===== src/hw/rscc_pkg.sv =====
// constants and types shared by the strap configuration capture block
package rscc_pkg;

  // core clock rate
  localparam int unsigned CLK_HZ          = 25_000_000;

  // register bus geometry
  localparam int unsigned ADDR_W          = 4;
  localparam int unsigned DATA_W          = 32;

  // register byte addresses
  localparam logic [3:0]  OFS_CONFIG      = 4'h0;
  localparam logic [3:0]  OFS_STATUS      = 4'h4;

  // strap width on the expansion address pins
  localparam int unsigned STRAP_W         = 24;

  // configuration register field positions, mirroring the strap pins
  localparam int unsigned BIT_FLASH_BYTE  = 0;
  localparam int unsigned BIT_PCI_HOST    = 1;
  localparam int unsigned BIT_ARB_EN      = 2;
  localparam int unsigned BIT_WIDE_FLASH  = 7;
  localparam int unsigned BIT_SPEED_LOW   = 21;
  localparam int unsigned BIT_SPEED_HIGH  = 22;
  localparam int unsigned BIT_SPEED_OVR_N = 23;

  // bits captured right after reset and bits captured before clock lock
  localparam logic [31:0] CFG_BOOT_MASK   = 32'h0000_0087;
  localparam logic [31:0] CFG_SPEED_MASK  = 32'h00e0_0000;
  localparam logic [31:0] CFG_WR_MASK     = 32'h00e0_0087;

  // reset value: flash byte-mode bit defaults high
  localparam logic [31:0] CFG_RESET       = 32'h0000_0001;

  // status register field positions
  localparam int unsigned ST_SPEED_LSB    = 0;
  localparam int unsigned ST_BOOT_DONE    = 4;
  localparam int unsigned ST_SPEED_DONE   = 5;
  localparam int unsigned ST_WIDE_ERR     = 6;

  // core speed codes, ordered slowest first so that min is a compare
  typedef enum logic [1:0] {
    RSCC_MHZ_266,
    RSCC_MHZ_400,
    RSCC_MHZ_533,
    RSCC_MHZ_667
  } rscc_speed_t;

  // capture sequence
  typedef enum logic [1:0] {
    CAP_BOOT,
    CAP_WAIT_LOCK,
    CAP_DONE
  } rscc_cap_state_t;

endpackage : rscc_pkg


===== src/hw/rscc_speed_resolve.sv =====
// core speed resolution from factory grade and captured speed straps
`timescale 1ns/100ps
module rscc_speed_resolve
  import rscc_pkg::*;
(
  // factory grade and straps
  input  rscc_pkg::rscc_speed_t factory_grade,
  input  wire logic             speed_override_n,
  input  wire logic             speed_select_low,
  input  wire logic             speed_select_high,
  // resolved speed
  output rscc_pkg::rscc_speed_t core_speed
);
  import rscc_pkg::*;

  rscc_speed_t requested;   // speed asked for by the straps

  // decode the select pattern into a requested speed
  always_comb begin
    requested = factory_grade;
    if (!speed_override_n) begin
      case ({speed_select_high, speed_select_low})
        2'b00:   requested = factory_grade;   // keep grade
        2'b01:   requested = RSCC_MHZ_533;    // low set only
        2'b10:   requested = RSCC_MHZ_266;    // high set only
        2'b11:   requested = RSCC_MHZ_400;    // both set
        default: requested = factory_grade;
      endcase
    end
  end

  // never run faster than the grade; slowest grade is fixed
  always_comb begin
    if (factory_grade == RSCC_MHZ_266) begin
      core_speed = RSCC_MHZ_266;
    end else if (requested > factory_grade) begin
      core_speed = factory_grade;
    end else begin
      core_speed = requested;
    end
  end

endmodule // rscc_speed_resolve


===== src/hw/rscc_byte_lane.sv =====
// expansion data pin drive for 8-bit and 16-bit cycles
`timescale 1ns/100ps
module rscc_byte_lane
  import rscc_pkg::*;
(
  // clock and reset
  input  wire logic        core_clk,
  input  wire logic        rst,
  // cycle request
  input  wire logic        byte_mode,
  input  wire logic        write_cycle,
  input  wire logic        read_cycle,
  input  wire logic [15:0] write_data,
  // data pins
  output logic      [15:0] exp_data_bus_out,
  output logic      [15:0] exp_data_bus_oe
);
  import rscc_pkg::*;

  // registered pin drive; reads always release the whole bus
  always_ff @(posedge core_clk) begin
    if (rst) begin
      exp_data_bus_out <= 16'h0000;
      exp_data_bus_oe  <= 16'h0000;
    end else if (write_cycle && !read_cycle) begin
      exp_data_bus_oe  <= 16'hffff;
      if (byte_mode) begin
        // upper lane carries no meaning; echo the low byte
        exp_data_bus_out <= {write_data[7:0], write_data[7:0]};
      end else begin
        exp_data_bus_out <= write_data;
      end
    end else begin
      // read or idle: upper lines 15:8 released as well
      exp_data_bus_out <= 16'h0000;
      exp_data_bus_oe  <= 16'h0000;
    end
  end

endmodule // rscc_byte_lane


===== src/hw/rscc_top.sv =====
// boot strap capture, configuration register and derived settings
//
// The address map and the address-and-strobe port were chosen for this implementation.
`timescale 1ns/100ps
module rscc_top
  import rscc_pkg::*;
#(
  parameter int unsigned ADDR_BITS = rscc_pkg::ADDR_W
)
(
  // clock and reset
  input  wire logic                         core_clk,
  input  wire logic                         rst,
  // strap pins and clock synthesizer
  input  wire logic [rscc_pkg::STRAP_W-1:0] exp_address_bus,
  input  wire logic                         pll_lock,
  input  rscc_pkg::rscc_speed_t             factory_grade,
  // register port
  input  wire logic [ADDR_BITS-1:0]         reg_addr,
  input  wire logic [rscc_pkg::DATA_W-1:0]  reg_wdata,
  input  wire logic                         reg_wr,
  input  wire logic                         reg_rd,
  output logic      [rscc_pkg::DATA_W-1:0]  reg_rdata,
  // derived configuration
  output logic                              bus_arbiter_enable_strap,
  output logic                              pci_host_mode,
  output logic                              flash_byte_mode,
  output logic                              wide_flash_error,
  output rscc_pkg::rscc_speed_t             core_speed,
  output logic                              core_speed_valid,
  output logic                              boot_capture_done,
  // expansion data cycle request
  input  wire logic                         exp_write_cycle,
  input  wire logic                         exp_read_cycle,
  input  wire logic [15:0]                  exp_write_data,
  // expansion data pins
  output logic      [15:0]                  exp_data_bus_out,
  output logic      [15:0]                  exp_data_bus_oe
);
  import rscc_pkg::*;

  // refuse an address port too narrow for the status offset
  if (ADDR_BITS < 3) begin : g_addr_check
    $error("rscc_top: ADDR_BITS must be at least 3");
  end

  // strap word plus zero pad must fill the register word
  if (STRAP_W + 8 != DATA_W) begin : g_strap_check
    $error("rscc_top: strap width must be DATA_W minus 8");
  end

  // speed straps must sit inside the strap word
  if (BIT_SPEED_OVR_N >= STRAP_W) begin : g_speed_bit_check
    $error("rscc_top: speed strap bits outside the strap word");
  end

  // capture sequence state
  rscc_cap_state_t          state;
  rscc_cap_state_t          next_state;

  // configuration register and its next value
  logic [DATA_W-1:0]        boot_strap_config;
  logic [DATA_W-1:0]        next_config;

  // decoded register strobes
  logic                     hit_config;
  logic                     hit_status;
  logic                     cfg_write;

  // status word and read mux
  logic [DATA_W-1:0]        status_word;
  logic [DATA_W-1:0]        next_rdata;

  // straps taken as already synchronous to core_clk;
  // the board holds them steady around reset release
  // combinational speed from the resolver
  rscc_speed_t              resolved_speed;

  // address decode, byte addresses with the unused high bits zero
  // only two word offsets answer; any other address reads zero
  // and takes no write
  always_comb begin
    hit_config = (reg_addr == ADDR_BITS'(OFS_CONFIG));
    hit_status = (reg_addr == ADDR_BITS'(OFS_STATUS));
    cfg_write  = reg_wr && hit_config;
  end

  // boot straps taken exactly once, on the first edge after reset;
  // speed straps keep following the pins until lock, so a late
  // board settle still lands in the register
  // lock in the very first cycle still passes through the wait step
  // next state of the capture sequence
  always_comb begin
    next_state = state;
    case (state)
      // first edge after reset release takes the boot straps
      CAP_BOOT: begin
        next_state = CAP_WAIT_LOCK;
      end
      // keep sampling speed straps until the synthesizer locks
      CAP_WAIT_LOCK: begin
        if (pll_lock) begin
          next_state = CAP_DONE;
        end
      end
      // hold everything until the next reset
      CAP_DONE: begin
        next_state = CAP_DONE;
      end
      default: begin
        // unreachable encoding, restart the capture
        next_state = CAP_BOOT;
      end
    endcase
  end

  // sequence register
  // a new reset always restarts from the boot step
  always_ff @(posedge core_clk) begin
    if (rst) begin
      state <= CAP_BOOT;
    end else begin
      state <= next_state;
    end
  end

  // order of the three updates matters:
  // boot bits only in the first cycle after reset,
  // speed bits on every unlocked cycle until the first lock,
  // software write last so it wins in the same cycle;
  // speed bits written before lock are overwritten by the pins,
  // so software should wait for the speed valid flag
  // next configuration value: strap capture, then software write
  always_comb begin
    next_config = boot_strap_config;
    // boot straps: arbiter, host role, flash widths
    if (state == CAP_BOOT) begin
      next_config = (next_config & ~CFG_BOOT_MASK)
                  | ({8'h00, exp_address_bus} & CFG_BOOT_MASK);
    end
    // speed straps follow the pins only while unlocked
    if ((state == CAP_BOOT || state == CAP_WAIT_LOCK) && !pll_lock) begin
      next_config = (next_config & ~CFG_SPEED_MASK)
                  | ({8'h00, exp_address_bus} & CFG_SPEED_MASK);
    end
    // software write lands on the writable bits last
    if (cfg_write) begin
      next_config = (next_config & ~CFG_WR_MASK)
                  | (reg_wdata & CFG_WR_MASK);
    end
  end

  // configuration register; width bit held high through reset
  // byte mode by default, so a board with no pull-down on pin 0
  // still boots from a narrow flash
  always_ff @(posedge core_clk) begin
    if (rst) begin
      boot_strap_config <= CFG_RESET;
    end else begin
      boot_strap_config <= next_config;
    end
  end

  // speed resolution from the captured straps
  // only ever lowers the grade; a pattern asking for more than
  // the part can do falls back to the grade
  rscc_speed_resolve u_speed (
    .factory_grade     (factory_grade),
    .speed_override_n  (boot_strap_config[BIT_SPEED_OVR_N]),
    .speed_select_low  (boot_strap_config[BIT_SPEED_LOW]),
    .speed_select_high (boot_strap_config[BIT_SPEED_HIGH]),
    .core_speed        (resolved_speed)
  );

  // registered core speed, reset to the slowest safe grade
  // one edge behind the register, so the clock logic never sees
  // a half-decoded pattern
  always_ff @(posedge core_clk) begin
    if (rst) begin
      core_speed <= RSCC_MHZ_266;
    end else begin
      core_speed <= resolved_speed;
    end
  end

  // speed valid once the lock has frozen the speed straps
  // rises on the freezing edge; software polls it before trusting
  // the speed field of the status word
  always_ff @(posedge core_clk) begin
    if (rst) begin
      core_speed_valid <= 1'b0;
    end else begin
      core_speed_valid <= (next_state == CAP_DONE);
    end
  end

  // boot straps taken flag
  // set once, cleared only by reset
  always_ff @(posedge core_clk) begin
    if (rst) begin
      boot_capture_done <= 1'b0;
    end else if (state == CAP_BOOT) begin
      boot_capture_done <= 1'b1;
    end
  end

  // arbiter enable and host role straight from their bits
  // taken from the next value so outputs change on the same edge
  // as the register, for capture and software write alike
  always_ff @(posedge core_clk) begin
    if (rst) begin
      bus_arbiter_enable_strap <= 1'b0;
      pci_host_mode            <= 1'b0;
    end else begin
      bus_arbiter_enable_strap <= next_config[BIT_ARB_EN];
      pci_host_mode            <= next_config[BIT_PCI_HOST];
    end
  end

  // boot flash width: 1 is byte mode, 0 is 16-bit mode
  // byte mode after reset matches the register reset value;
  // the lane logic reads it to decide how to drive lines 15:8
  always_ff @(posedge core_clk) begin
    if (rst) begin
      flash_byte_mode <= 1'b1;
    end else begin
      flash_byte_mode <= next_config[BIT_FLASH_BYTE];
    end
  end

  // unsupported wide flash strap reported as a level
  // the board keeps pin 7 low, so a high level here points at a
  // missing pull-down or a stray software write;
  // it never blocks the boot
  always_ff @(posedge core_clk) begin
    if (rst) begin
      wide_flash_error <= 1'b0;
    end else begin
      wide_flash_error <= next_config[BIT_WIDE_FLASH];
    end
  end

  // status word, reserved bits zero
  // read-only view of the derived state
  always_comb begin
    status_word = '0;
    status_word[ST_SPEED_LSB +: 2] = core_speed;
    status_word[ST_BOOT_DONE]      = boot_capture_done;
    status_word[ST_SPEED_DONE]     = core_speed_valid;
    status_word[ST_WIDE_ERR]       = wide_flash_error;
  end

  // read mux; unmapped or idle gives zero
  // reads have no side effects, so back-to-back reads are safe
  always_comb begin
    next_rdata = '0;
    if (reg_rd) begin
      if (hit_config) begin
        next_rdata = boot_strap_config;
      end else if (hit_status) begin
        next_rdata = status_word;
      end
    end
  end

  // read data stand for the one cycle after the strobe
  // zero outside the answer cycle keeps a shared read bus quiet;
  // the master takes the word only in that one cycle
  always_ff @(posedge core_clk) begin
    if (rst) begin
      reg_rdata <= '0;
    end else begin
      reg_rdata <= next_rdata;
    end
  end

  // expansion data pins follow the captured flash width
  // writes drive all sixteen lines; reads release every line
  // so the flash can drive the low byte;
  // the upper lane value in byte mode carries no meaning
  rscc_byte_lane u_lane (
    .core_clk         (core_clk),
    .rst              (rst),
    .byte_mode        (flash_byte_mode),
    .write_cycle      (exp_write_cycle),
    .read_cycle       (exp_read_cycle),
    .write_data       (exp_write_data),
    .exp_data_bus_out (exp_data_bus_out),
    .exp_data_bus_oe  (exp_data_bus_oe)
  );

endmodule // rscc_top


===== config.mk =====
export PLATFORM = sky130hd
export DESIGN_NAME = rscc_top
export DESIGN_NICKNAME = d
export VERILOG_FILES = /design/src/hw/rscc_pkg.sv /design/src/hw/rscc_speed_resolve.sv /design/src/hw/rscc_byte_lane.sv /design/src/hw/rscc_top.sv
export SDC_FILE = /design/constraint.sdc
export NUM_CORES = 1
export LEC_CHECK = 0
export BUFFER_PORTS_ARGS = -buffer_cell sky130_fd_sc_hd__buf_4
export CORE_ASPECT_RATIO = 0.5
export CORE_MARGIN = 2
export CORE_UTILIZATION = 34
export DETAILED_ROUTE_END_ITERATION = 16
export PLACE_DENSITY_LB_ADDON = 0.3
export SYNTH_ARGS = -nofsm -noshare
export SYNTH_HDL_FRONTEND = slang
export SYNTH_SLANG_ARGS = --single-unit

===== constraint.sdc =====
create_clock -name core_clk -period 1.55 [get_ports core_clk]
set_clock_uncertainty 0.2 [all_clocks]
set_input_delay 0.155 -clock core_clk [delete_from_list [all_inputs] [get_ports core_clk]]
set_output_delay 0.155 -clock core_clk [all_outputs]
set_load 0.01 [all_outputs]

==> metrics.md, run 1 <==
| Metric | Value |
|---|---|
| Initial DRT Pass Iterations | `6` |
| Port bufs | `92` |
| H-tree depth | `2` |
| Max IR drop VDD | `0.385 mV` |
| GRT overflow | `0` |
| Status | `complete, but fails checks` |
| FF-to-FF path depth | `7` |
| Top-count cell post-synth | `dfxtp_1` |
| Worst path required time | `1.54 ns` |
| Non-Filler Instances | `367` |
| Die width | `about 110 um` |
| All-Layer GR Usage | `0.139` |
| Max cap viols | `0` |
| Hold Path Class | `primary input to flop` |
| EDFF count, synth | `0` |
| Register area share after synthesis | `0.455` |
| Cell variety after synth | `30` |
| Vias in the first global route | `1287` |
| Maximum clock frequency | `599 MHz` |
| Via count | `1562` |
| ANT cells | `0` |
| Hpwl dp | `3140 um` |
| WP data arrival | `1.66 ns` |
| Syn Inst Count | `184` |
| CP peak stage delay | `~0.37 ns` |
| Initial antenna violation count | `0` |
| Crit start category | `flop` |
| Row count | `18` |
| Area contributors post-synth | `dfxtp_1 (45%), buf_4 (16%), mux2i_1 (4.5%)` |
| RSZ-0062 raised after global routing | `true` |
| DRT Wirelength | `roughly 4200 um` |
| Synth Register Bits | `40` |
| CTS buffer count | `5` |
| Share of cells above drive strength 1 | `0.424` |
| Cell mode on critical path | `a21oi_2` |
| Placed insts | `333` |
| CTS root buf | `clkbuf_8` |
| Top-area cell type share of the netlist area | `0.455` |
| GP Congestion | `0.781` |
| Detail Route Antenna Nets | `0` |
| Final hold violations | `0` |
| Max-slew violation count | `0` |
| Critical path class | `flop to flop` |
| Worst hold path depth | `4` |
| Post-synth design cell area | `1760 sq um` |
| Die Ht | `54.9 um` |
| Starting density of the core | `0.356` |
| Worst path slowest cell | `dfxtp_4` |
| Final setup margin | `-0.120 ns` |
| IO Count | `157` |
| WL/cell | `11.5 um` |
| Ys async rst share | `0` |
| Die area | `5810 sq um` |
| CP Capture Type | `flop` |
| CP Max Fanout | `5` |
| DR DRC count | `0` |
| Sink Count | `40` |
| Final Core Density | `0.559` |
| Worst-Skew Late Latency | `0.28 ns` |
| Failing checks | `negative setup slack` |
| Avg Cell Area, Syn | `9.57 sq um` |
| Core area | `4950 sq um` |
| Maximum number of pins on one net before global-route repair | `17` |
| Initial drt markers | `47` |
| CTS tree | `done` |
| Fill cells | `457` |
| Area leader, netlist | `dfxtp_1` |
| Bufs on Longest Clock Path | `2` |
| Warnings from Yosys | `0` |
| Period utilisation layout | `1.08` |
| CP Cell Sequence | `inv_2 > a21oi_2 > a21oi_2 > ha_1 > nor2b_4 > o211a_1 > a211oi_2` |
| Clk slew on worst S/H paths | `0.07 ns` |
| Design Area, Final | `2770 sq um` |
| Min Tclk post-route | `1.67 ns` |
| Commonest cells in the synthesized netlist | `dfxtp_1 (40), buf_4 (37), nor2_1 (14), and2_1 (11)` |
| Nets | `384` |
| Leakage | `1.39 nW` |
| Placement Cell Area | `2390 sq um` |
| Power Dens Cells | `about 810 nW/um^2` |
| Endpoints failing setup | `1` |
| Syn-to-layout area delta | `57.1%` |
| First-pass GRT wire length | `6210 um` |
| Top_reg_cell synth | `dfxtp_1` |
| Vias per cell | `4.26` |
## what timing repair did
| item | CTS | global route |
|---|---|---|
| pin swaps | 1 | 0 |
| hold endpoints to repair | 28 | 0 |
| resized for setup | 2 | 8 |
| setup endpoints to repair | 1 | 2 |
| hold buffers | 26 | 0 |
| buffers inserted | 0 | 0 |
## registers in the layout, indices dropped and copies added (netlist names)
name,flops
boot_capture_done,1
boot_strap_config,7
core_speed,2
core_speed_valid,1
reg_rdata,10
state,2
u_lane.exp_data_bus_oe,1
u_lane.exp_data_bus_out,16
## cell families after synthesis
kind of cell | count (synthesis) | share of synthesized area
compound gates | 27 | 0.108
fa+ha+maj | 3 | 0.0213
buf+inv | 48 | 0.186
flops | 40 | 0.455
mux | 9 | 0.0518
other cells | 1 | 0.00213
simple gates | 56 | 0.176
## layout make-up
class	instances	area (sq um)	area share
well taps	70	87.6	0.0316
repair buffers	126	1020	0.370
clock buffers	6	82.6	0.0298
inverters	6	22.5	0.00814
clock inverters	2	10.0	0.00362
multi-input cells	117	736	0.266
flip-flops and latches	40	806	0.291
## per-layer routing
layer | vias to the layer above | share of wire | track usage
li1 | 785 | - | -
met3 | 2 | 0.077 | 0.0398
met2 | 63 | 0.51 | 0.253
met1 | 712 | 0.40 | 0.161
met4 | 0 | 0.0069 | 0.0614
met5 | - | 0 | 0
## final timing paths
kind / from / endpoint / slack [ns]
max: boot_strap_config[23] / core_speed[0] / -0.12
min reg2reg: core_speed_valid / reg_rdata[5] / 0.26
max reg2reg: boot_strap_config[23] / core_speed[0] / -0.12
min: exp_read_cycle / u_lane.exp_data_bus_oe[14] / 0.03
## worst max-delay path: cells and delay by family, from the launching register on
kind | cells | cell delay [ns]
DFF | 1 | 0.37
buffers and inverters | 1 | 0.05
adders and majority gates | 1 | 0.29
AOI/OAI and AO/OA | 4 | 0.54
and+or+nand+nor | 1 | 0.13
## report_power, final
group / switching [mW] / internal (mW) / leakage, nW / total (mW)
Combinational: 0.183 / 0.250 / 1.02 / 0.433
Sequential: 0.0400 / 1.07 / 0.328 / 1.11
Clock: 0.333 / 0.355 / 0.0510 / 0.688
## metrics by stage
step	total power, mW	setup TNS (ns)	hold WS [ns]	worst slack, ns
global route	2.36	-0.225	0.0487	-0.225
finish	2.23	-0.120	0.0251	-0.120
global placement	1.49	-0.162	0.167	-0.162
detailed placement	1.50	-0.199	0.172	-0.199
CTS	2.25	-0.161	0.0429	-0.161
floorplan	1.35	-0.0258	0.0546	-0.0258
## placed cells by master, fill, tap and decap left out, types with 2 or more instances in the layout
cell and instances:
a21oi_2 3, a22o_2 2, a311oi_1 6, and2_1 11
and2_2 5, buf_4 99, clkbuf_8 6, clkinv_2 2
conb_1 22, dfxtp_1 38, dlygate4sd3_1 26, ha_1 3
inv_1 4, inv_2 2, mux2i_1 8, nand2_1 9
nor2_1 14, nor3_1 8, o211a_1 2, o21ai_0 9
o21bai_1 2, or3_1 2
(Power assumes the default switching activity.)
==> run 2: changes to the inputs <==
ABC_CLOCK_PERIOD_IN_PS = 1550   (was not set)
SYNTH_HIERARCHICAL = 1   (was not set)
==> run 2 against run 1 <==
Against the previous run:
- the flow still finishes with violations (negative setup slack)
- routed wire length increased by 3.2%
- worst hold slack worse by 0.0065 ns
- count of clock-buffer cells in the layout shrank 1
- die area increased by 0.33%
- sequential cell count did not move
- first-iteration DRC count rose by 57%
- sequential share of layout area is 0.51 points higher
- clock power is 2% lower
- critical path type unchanged
- largest power group unchanged
- highest routed layer unchanged
==> metrics.md, run 2 <==
| Metric | Value |
|---|---|
| Status | `complete, but fails checks` |
| Failing checks | `negative setup slack` |
| Max cap viols | `0` |
| Leakage | `around 1.3 nW` |
| Final Core Density | `0.545` |
| Maximum number of pins on one net before global-route repair | `17` |
| Regs by FF count | `u_lane/exp_data_bus_out: 16 flops, reg_rdata: 10 flops, boot_strap_config: 7 flops` |
| Top_reg_cell synth | `dfxtp_1` |
| First-pass GRT wire length | `approximately 6500 um` |
| Power Dens Cells | `814 nW/um^2` |
| Worst path slowest cell | `dfxtp_2` |
| CP Capture Type | `flop` |
| Max-slew violation count | `0` |
| Vias in the first global route | `between 1000 and 1500` |
| Vias per cell | `4.37` |
| Cell variety after synth | `31` |
| RSZ-0062 raised after global routing | `true` |
| Biggest register | `u_lane/exp_data_bus_out` |
| Avg Cell Area, Syn | `between 9 and 10 sq um` |
| Initial antenna violation count | `0` |
| CP Cell Sequence | `and2b_1 > a21oi_2 > ha_1 > nor2b_1 > o21ai_2 > a21oi_1 > a21oi_1 > nor2b_1` |
| EDFF count, synth | `0` |
| Non-Filler Instances | `around 360` |
| Area contributors post-synth | `dfxtp_1 (45%), buf_4 (16%), and2_1 (5.7%)` |
| CP Max Fanout | `5` |
| All-Layer GR Usage | `0.145` |
| Syn-to-layout area delta | `53.4%` |
| Ys async rst share | `0` |
| Initial drt markers | `74` |
| CTS tree | `done` |
| Critical path class | `flop to flop` |
| GRT overflow | `0` |
| Top-area cell type share of the netlist area | `0.453` |
| CTS buffer count | `5` |
| GP Congestion | `0.767` |
| Clk slew on worst S/H paths | `0.07 ns` |
| Min Tclk post-route | `1.80 ns` |
| Placed insts | `330` |
| Via count | `1588` |
| Final setup margin | `-0.248 ns` |
| Detail Route Antenna Nets | `0` |
| Core area | `about 5000 sq um` |
| CP bufs+invs | `0` |
| Worst-Skew Late Latency | `0.29 ns` |
| Port bufs | `92` |
| H-tree depth | `2` |
| Commonest cells in the synthesized netlist | `dfxtp_1 (40), buf_4 (37), and2_1 (16), nor2_1 (14)` |
| Die width | `106 um` |
| Crit start category | `flop` |
| Worst path top cell family by delay | `simple AND/OR/NAND/NOR gates` |
| Register area share after synthesis | `0.453` |
| Initial DRT Pass Iterations | `4` |
| Hpwl dp | `around 3100 um` |
| CTS root buf | `clkbuf_8` |
| Hold WS | `~0.019 ns` |
| Nets | `between 300 and 400` |
| Row count | `18` |
| Worst path required time | `1.58 ns` |
| CP peak stage delay | `0.35 ns` |
| DR DRC count | `0` |
| Sink Count | `40` |
| WL/cell | `12.0 um` |
| Area leader, netlist | `dfxtp_1` |
| Synth Register Bits | `40` |
| ANT cells | `0` |
| Hold Path Class | `primary input to flop` |
| Period utilisation layout | `1.16` |
| Starting density of the core | `0.355` |
| Die Ht | `55.0 um` |
| Final hold violations | `0` |
| Syn Inst Count | `182` |
| Post-synth design cell area | `1770 sq um` |
| Die area | `5830 sq um` |
| DRT Wirelength | `~4400 um` |
| WP data arrival | `about 1.8 ns` |
| Most frequent cells in the layout | `buf_4 (99), dfxtp_1 (38), dlygate4sd3_1 (25)` |
| Commonest non-fill, non-tap cell in the layout | `buf_4` |
| Maximum clock frequency | `556 MHz` |
| Number of flip-flops in the largest register | `16` |
| Max IR drop VDD | `0.399 mV` |
| Share of cells above drive strength 1 | `0.392` |
| Endpoints failing setup | `1` |
| Top-count cell post-synth | `dfxtp_1` |
| Warnings from Yosys | `6` |
| Bufs on Longest Clock Path | `2` |
| IO Count | `157` |
==> run 2: cell types whose count changed after synthesis, sizes merged, moves of 2 or more <==
cell    delta
o21ai      -2
nand2b     +2
o211a      -2
a211oi     -2
nor2b      +2
inv        -5
a21oi      +2
==> run 2: routing by layer <==
metal	vias up	global-route usage	share of wire
li1	777	-	-
met1	721	0.155	0.42
met2	80	0.284	0.48
met3	10	0.0398	0.080
met4	0	0.0658	0.018
met5	-	0	0
==> run 2: final timing paths <==
check / from / end / slack, ns / cells after the start
worst max-delay path: boot_strap_config[23] / core_speed[0] / -0.25 / 8
worst max register to register: boot_strap_config[23] / core_speed[0] / -0.25 / 8
worst min register to register: core_speed_valid / reg_rdata[5] / 0.28 / 1
worst min-delay path: exp_address_bus[0] / boot_strap_config[0] / 0.02 / 4
==> run 2: power by group <==
| part | internal (mW) | switching [mW] | leakage [nW] |
|---|---|---|---|
| sequential | 1.07 | 0.0340 | 0.327 |
| combinational | 0.242 | 0.187 | 0.964 |
| clock | 0.313 | 0.363 | 0.0479 |
| total | 1.62 | 0.583 | 1.34 |
==> run 2: worst reg2reg max path, stage by stage, from the launching register on <==
cell and delay, ns:
dfxtp_2 0.35, and2b_1 0.21, a21oi_2 0.14, ha_1 0.26, nor2b_1 0.14, o21ai_2 0.13
a21oi_1 0.09, a21oi_1 0.10, nor2b_1 0.12
==> run 2: per-stage QoR <==
step | cell area, sq um | worst slack (ns) | setup TNS, ns | power, mW
6_report | 2710 | -0.248 | -0.248 | 2.21
5_1_grt | 2710 | -0.328 | -0.328 | 2.32
4_1_cts | 2710 | -0.237 | -0.237 | 2.23
3_5_place_dp | 2370 | -0.221 | -0.221 | 1.50
3_3_place_gp | 2370 | -0.148 | -0.148 | 1.50
2_1_floorplan | 1850 | -0.112 | -0.112 | 1.36
==> run 2: layout make-up <==
type                       count  area (sq um)
multi-input combinational    119           727
inverter                       2          12.5
tap                           70          87.6
fill                         443          2270
clock inverter                 3          18.8
clock buffer                   5          68.8
timing repair buffer         124           993
sequential                    40           803
==> run 2: what timing repair did <==
item                                    CTS  global route
hold buffers                             25             0
gates resized for setup                   0             2
endpoints found under the setup margin    1            18
hold endpoints to repair                 26             0
gates cloned                              0             0
buffers inserted                          0             0
pin swaps                                 1             0
==> run 2: cells by family (layout without fill, tap and decap cells) <==
kind of cell / count (synthesis) / after routing / synth area share
compound gates: 26 / 26 / 0.104
mux: 8 / 8 / 0.0453
simple gates: 60 / 60 / 0.190
other cells: 1 / 22 / 0.00212
fa+ha+maj: 3 / 3 / 0.0212
buf+inv: 44 / 134 / 0.184
flops: 40 / 40 / 0.453
==> run 3: changes to the inputs <==
CTS_BUF_LIST = sky130_fd_sc_hd__clkbuf_16   (was not set)
==> run 3 against run 2 <==
Against the previous run:
- the run still ends with negative setup slack left
- via count decreased by 0.19%
- worst setup slack improved by 0.0043 ns
- utilization increased by 0.68 points
- fmax increased by 0.24%
- worst hold slack improved by 0.0013 ns
- power increased by 14%
- critical path depth unchanged
- global-route usage decreased by 0.080 points
- critical path type unchanged
- largest cell class unchanged
==> metrics.md, run 3 (same netlist as run 2, synthesis figures left out) <==
| Metric | Value |
|---|---|
| Status | `complete, but fails checks` |
| Failing checks | `negative setup slack` |
| Initial drt markers | `68` |
| Initial DRT Pass Iterations | `4` |
| Regs by FF count | `u_lane/exp_data_bus_out: 16 flops, reg_rdata: 10 flops, boot_strap_config: 7 flops` |
| CP Capture Type | `flop` |
| Clk slew on worst S/H paths | `around 0.060 ns` |
| Starting density of the core | `0.355` |
| H-tree depth | `2` |
| Crit start category | `flop` |
| Die Ht | `55.0 um` |
| Hold path endpoint | `state[1]` |
| Worst-Skew Late Latency | `0.28 ns` |
| Final hold violations | `0` |
| Leakage | `1.36 nW` |
| Worst path required time | `1.57 ns` |
| Critical R2R Launch | `boot_strap_config[23]` |
| Design Area, Final | `2750 sq um` |
| Reg2Reg Capture Point | `core_speed[0]` |
| Port bufs | `92` |
| Biggest register | `u_lane/exp_data_bus_out` |
| Share of cells above drive strength 1 | `0.392` |
| Final setup margin | `-0.244 ns` |
| Commonest non-fill, non-tap cell in the layout | `buf_4` |
| Core area | `4980 sq um` |
| CTS tree | `done` |
| Total Power | `2.51 mW` |
| WL/cell | `12.0 um` |
| FF-to-FF setup slack | `-0.24 ns` |
| First-pass GRT wire length | `between 6000 and 7000 um` |
| Syn-to-layout area delta | `55.3%` |
| Endpoints failing setup | `1` |
| Period utilisation layout | `1.16` |
| GRT overflow | `0` |
| Hold path start | `pll_lock` |
| CTS buffer count | `5` |
| ANT cells | `0` |
| CTS root buf | `clkbuf_16` |
| CP Max Fanout | `5` |
| Vias per cell | `roughly 4.4` |
| Power Dens Cells | `915 nW/um^2` |
| Most frequent cells in the layout | `buf_4 (99), dfxtp_1 (38), dlygate4sd3_1 (23)` |
| Maximum clock frequency | `557 MHz` |
| Min Tclk post-route | `1.79 ns` |
| Bufs on Longest Clock Path | `2` |
| GP Congestion | `roughly 0.77` |
| Max IR drop VDD | `0.443 mV` |
| Initial antenna violation count | `0` |
| Die area | `5830 sq um` |
| Detail Route Antenna Nets | `0` |
| Vias in the first global route | `1438` |
| Die width | `106 um` |
| IO Count | `157` |
| Number of flip-flops in the largest register | `16` |
| All-Layer GR Usage | `0.144` |
| Worst hold path depth | `3` |
| WP data arrival | `about 1.8 ns` |
| Nets | `378` |
| Post CTS Setup Buffer Count | `0` |
| FF-to-FF path depth | `8` |
| Max-slew violation count | `0` |
| Hold Path Class | `primary input to flop` |
| RSZ-0062 raised after global routing | `true` |
| Row count | `18` |
| Max cap viols | `0` |
| DRT Wirelength | `4330 um` |
| Sink Count | `40` |
| Maximum number of pins on one net before global-route repair | `17` |
| DR DRC count | `0` |
| Fill cells | `443` |
| Placement Cell Area | `approximately 2400 sq um` |
| Hpwl dp | `3130 um` |
| Critical path class | `flop to flop` |
| Via count | `1585` |
==> run 3: changes by cell type in the layout (fill, tap and decap cells not counted) <==
cell and change:
nor2_2 -1, dlygate4sd3_1 -2, clkbuf_8 -5, clkbuf_16 +5, nor2_1 +1
==> run 3: cell type report <==
type | count | area (sq um) | area share
clock buffers | 5 | 125 | 0.0456
clock inverters | 3 | 18.8 | 0.00684
inverters | 2 | 12.5 | 0.00456
multi-input cells | 119 | 724 | 0.264
flip-flops and latches | 40 | 803 | 0.293
well taps | 70 | 87.6 | 0.0319
repair buffers | 122 | 973 | 0.355
==> run 3: worst max-delay path by stage <==
stage,start,endpoint,slack (ns),depth (start not counted)
final,boot_strap_config[23],core_speed[0],-0.24,8
after global routing,boot_strap_config[23],core_speed[0],-0.33,8
after CTS,boot_strap_config[23],core_speed[0],-0.23,8
after detailed placement,boot_strap_config[23],core_speed[0],-0.22,8
after global placement,boot_strap_config[23],core_speed[0],-0.15,8
after floorplan,boot_strap_config[23],core_speed[0],-0.11,8
==> run 3: per-layer routing <==
metal	track usage	vias to the layer above	share of wire
li1	-	771	-
met1	0.155	731	0.41
met2	0.288	76	0.50
met3	0.0398	7	0.075
met4	0.0504	0	0.014
met5	0	-	0
==> run 3: power breakdown <==
| part | total, mW | switching [mW] | internal, mW | leakage [nW] |
|---|---|---|---|---|
| clock | 0.984 | 0.392 | 0.592 | 0.0736 |
| sequential | 1.10 | 0.0333 | 1.07 | 0.327 |
| combinational | 0.425 | 0.186 | 0.239 | 0.956 |
==> run 3: worst max-delay path: stages (launching register included) <==
cell     delay (ns)
dfxtp_2        0.34
and2b_1        0.20
a21oi_2        0.14
ha_1           0.26
nor2b_1        0.14
o21ai_2        0.14
a21oi_1        0.08
a21oi_1        0.10
nor2b_1        0.12
==> run 3: stage by stage <==
| stage | std cells | hold WS [ns] | TNS (ns) | util | setup slack (ns) |
|---|---|---|---|---|---|
| after floorplan | 203 | 0.0197 | -0.112 | - | -0.112 |
| after global placement | 330 | 0.168 | -0.148 | 0.476 | -0.148 |
| after detailed placement | 330 | 0.173 | -0.221 | 0.476 | -0.221 |
| after CTS | 361 | 0.0122 | -0.233 | 0.551 | -0.233 |
| after global routing | 361 | 0.0332 | -0.330 | 0.552 | -0.330 |
| final | 361 | 0.0199 | -0.244 | 0.552 | -0.244 |
==> run 3: repair_timing <==
item | CTS | global route
hold buffers | 23 | 0
endpoints found under the hold margin | 23 | 0
gates resized for setup | 0 | 1
endpoints found under the setup margin | 1 | 17
pin swaps | 1 | 0
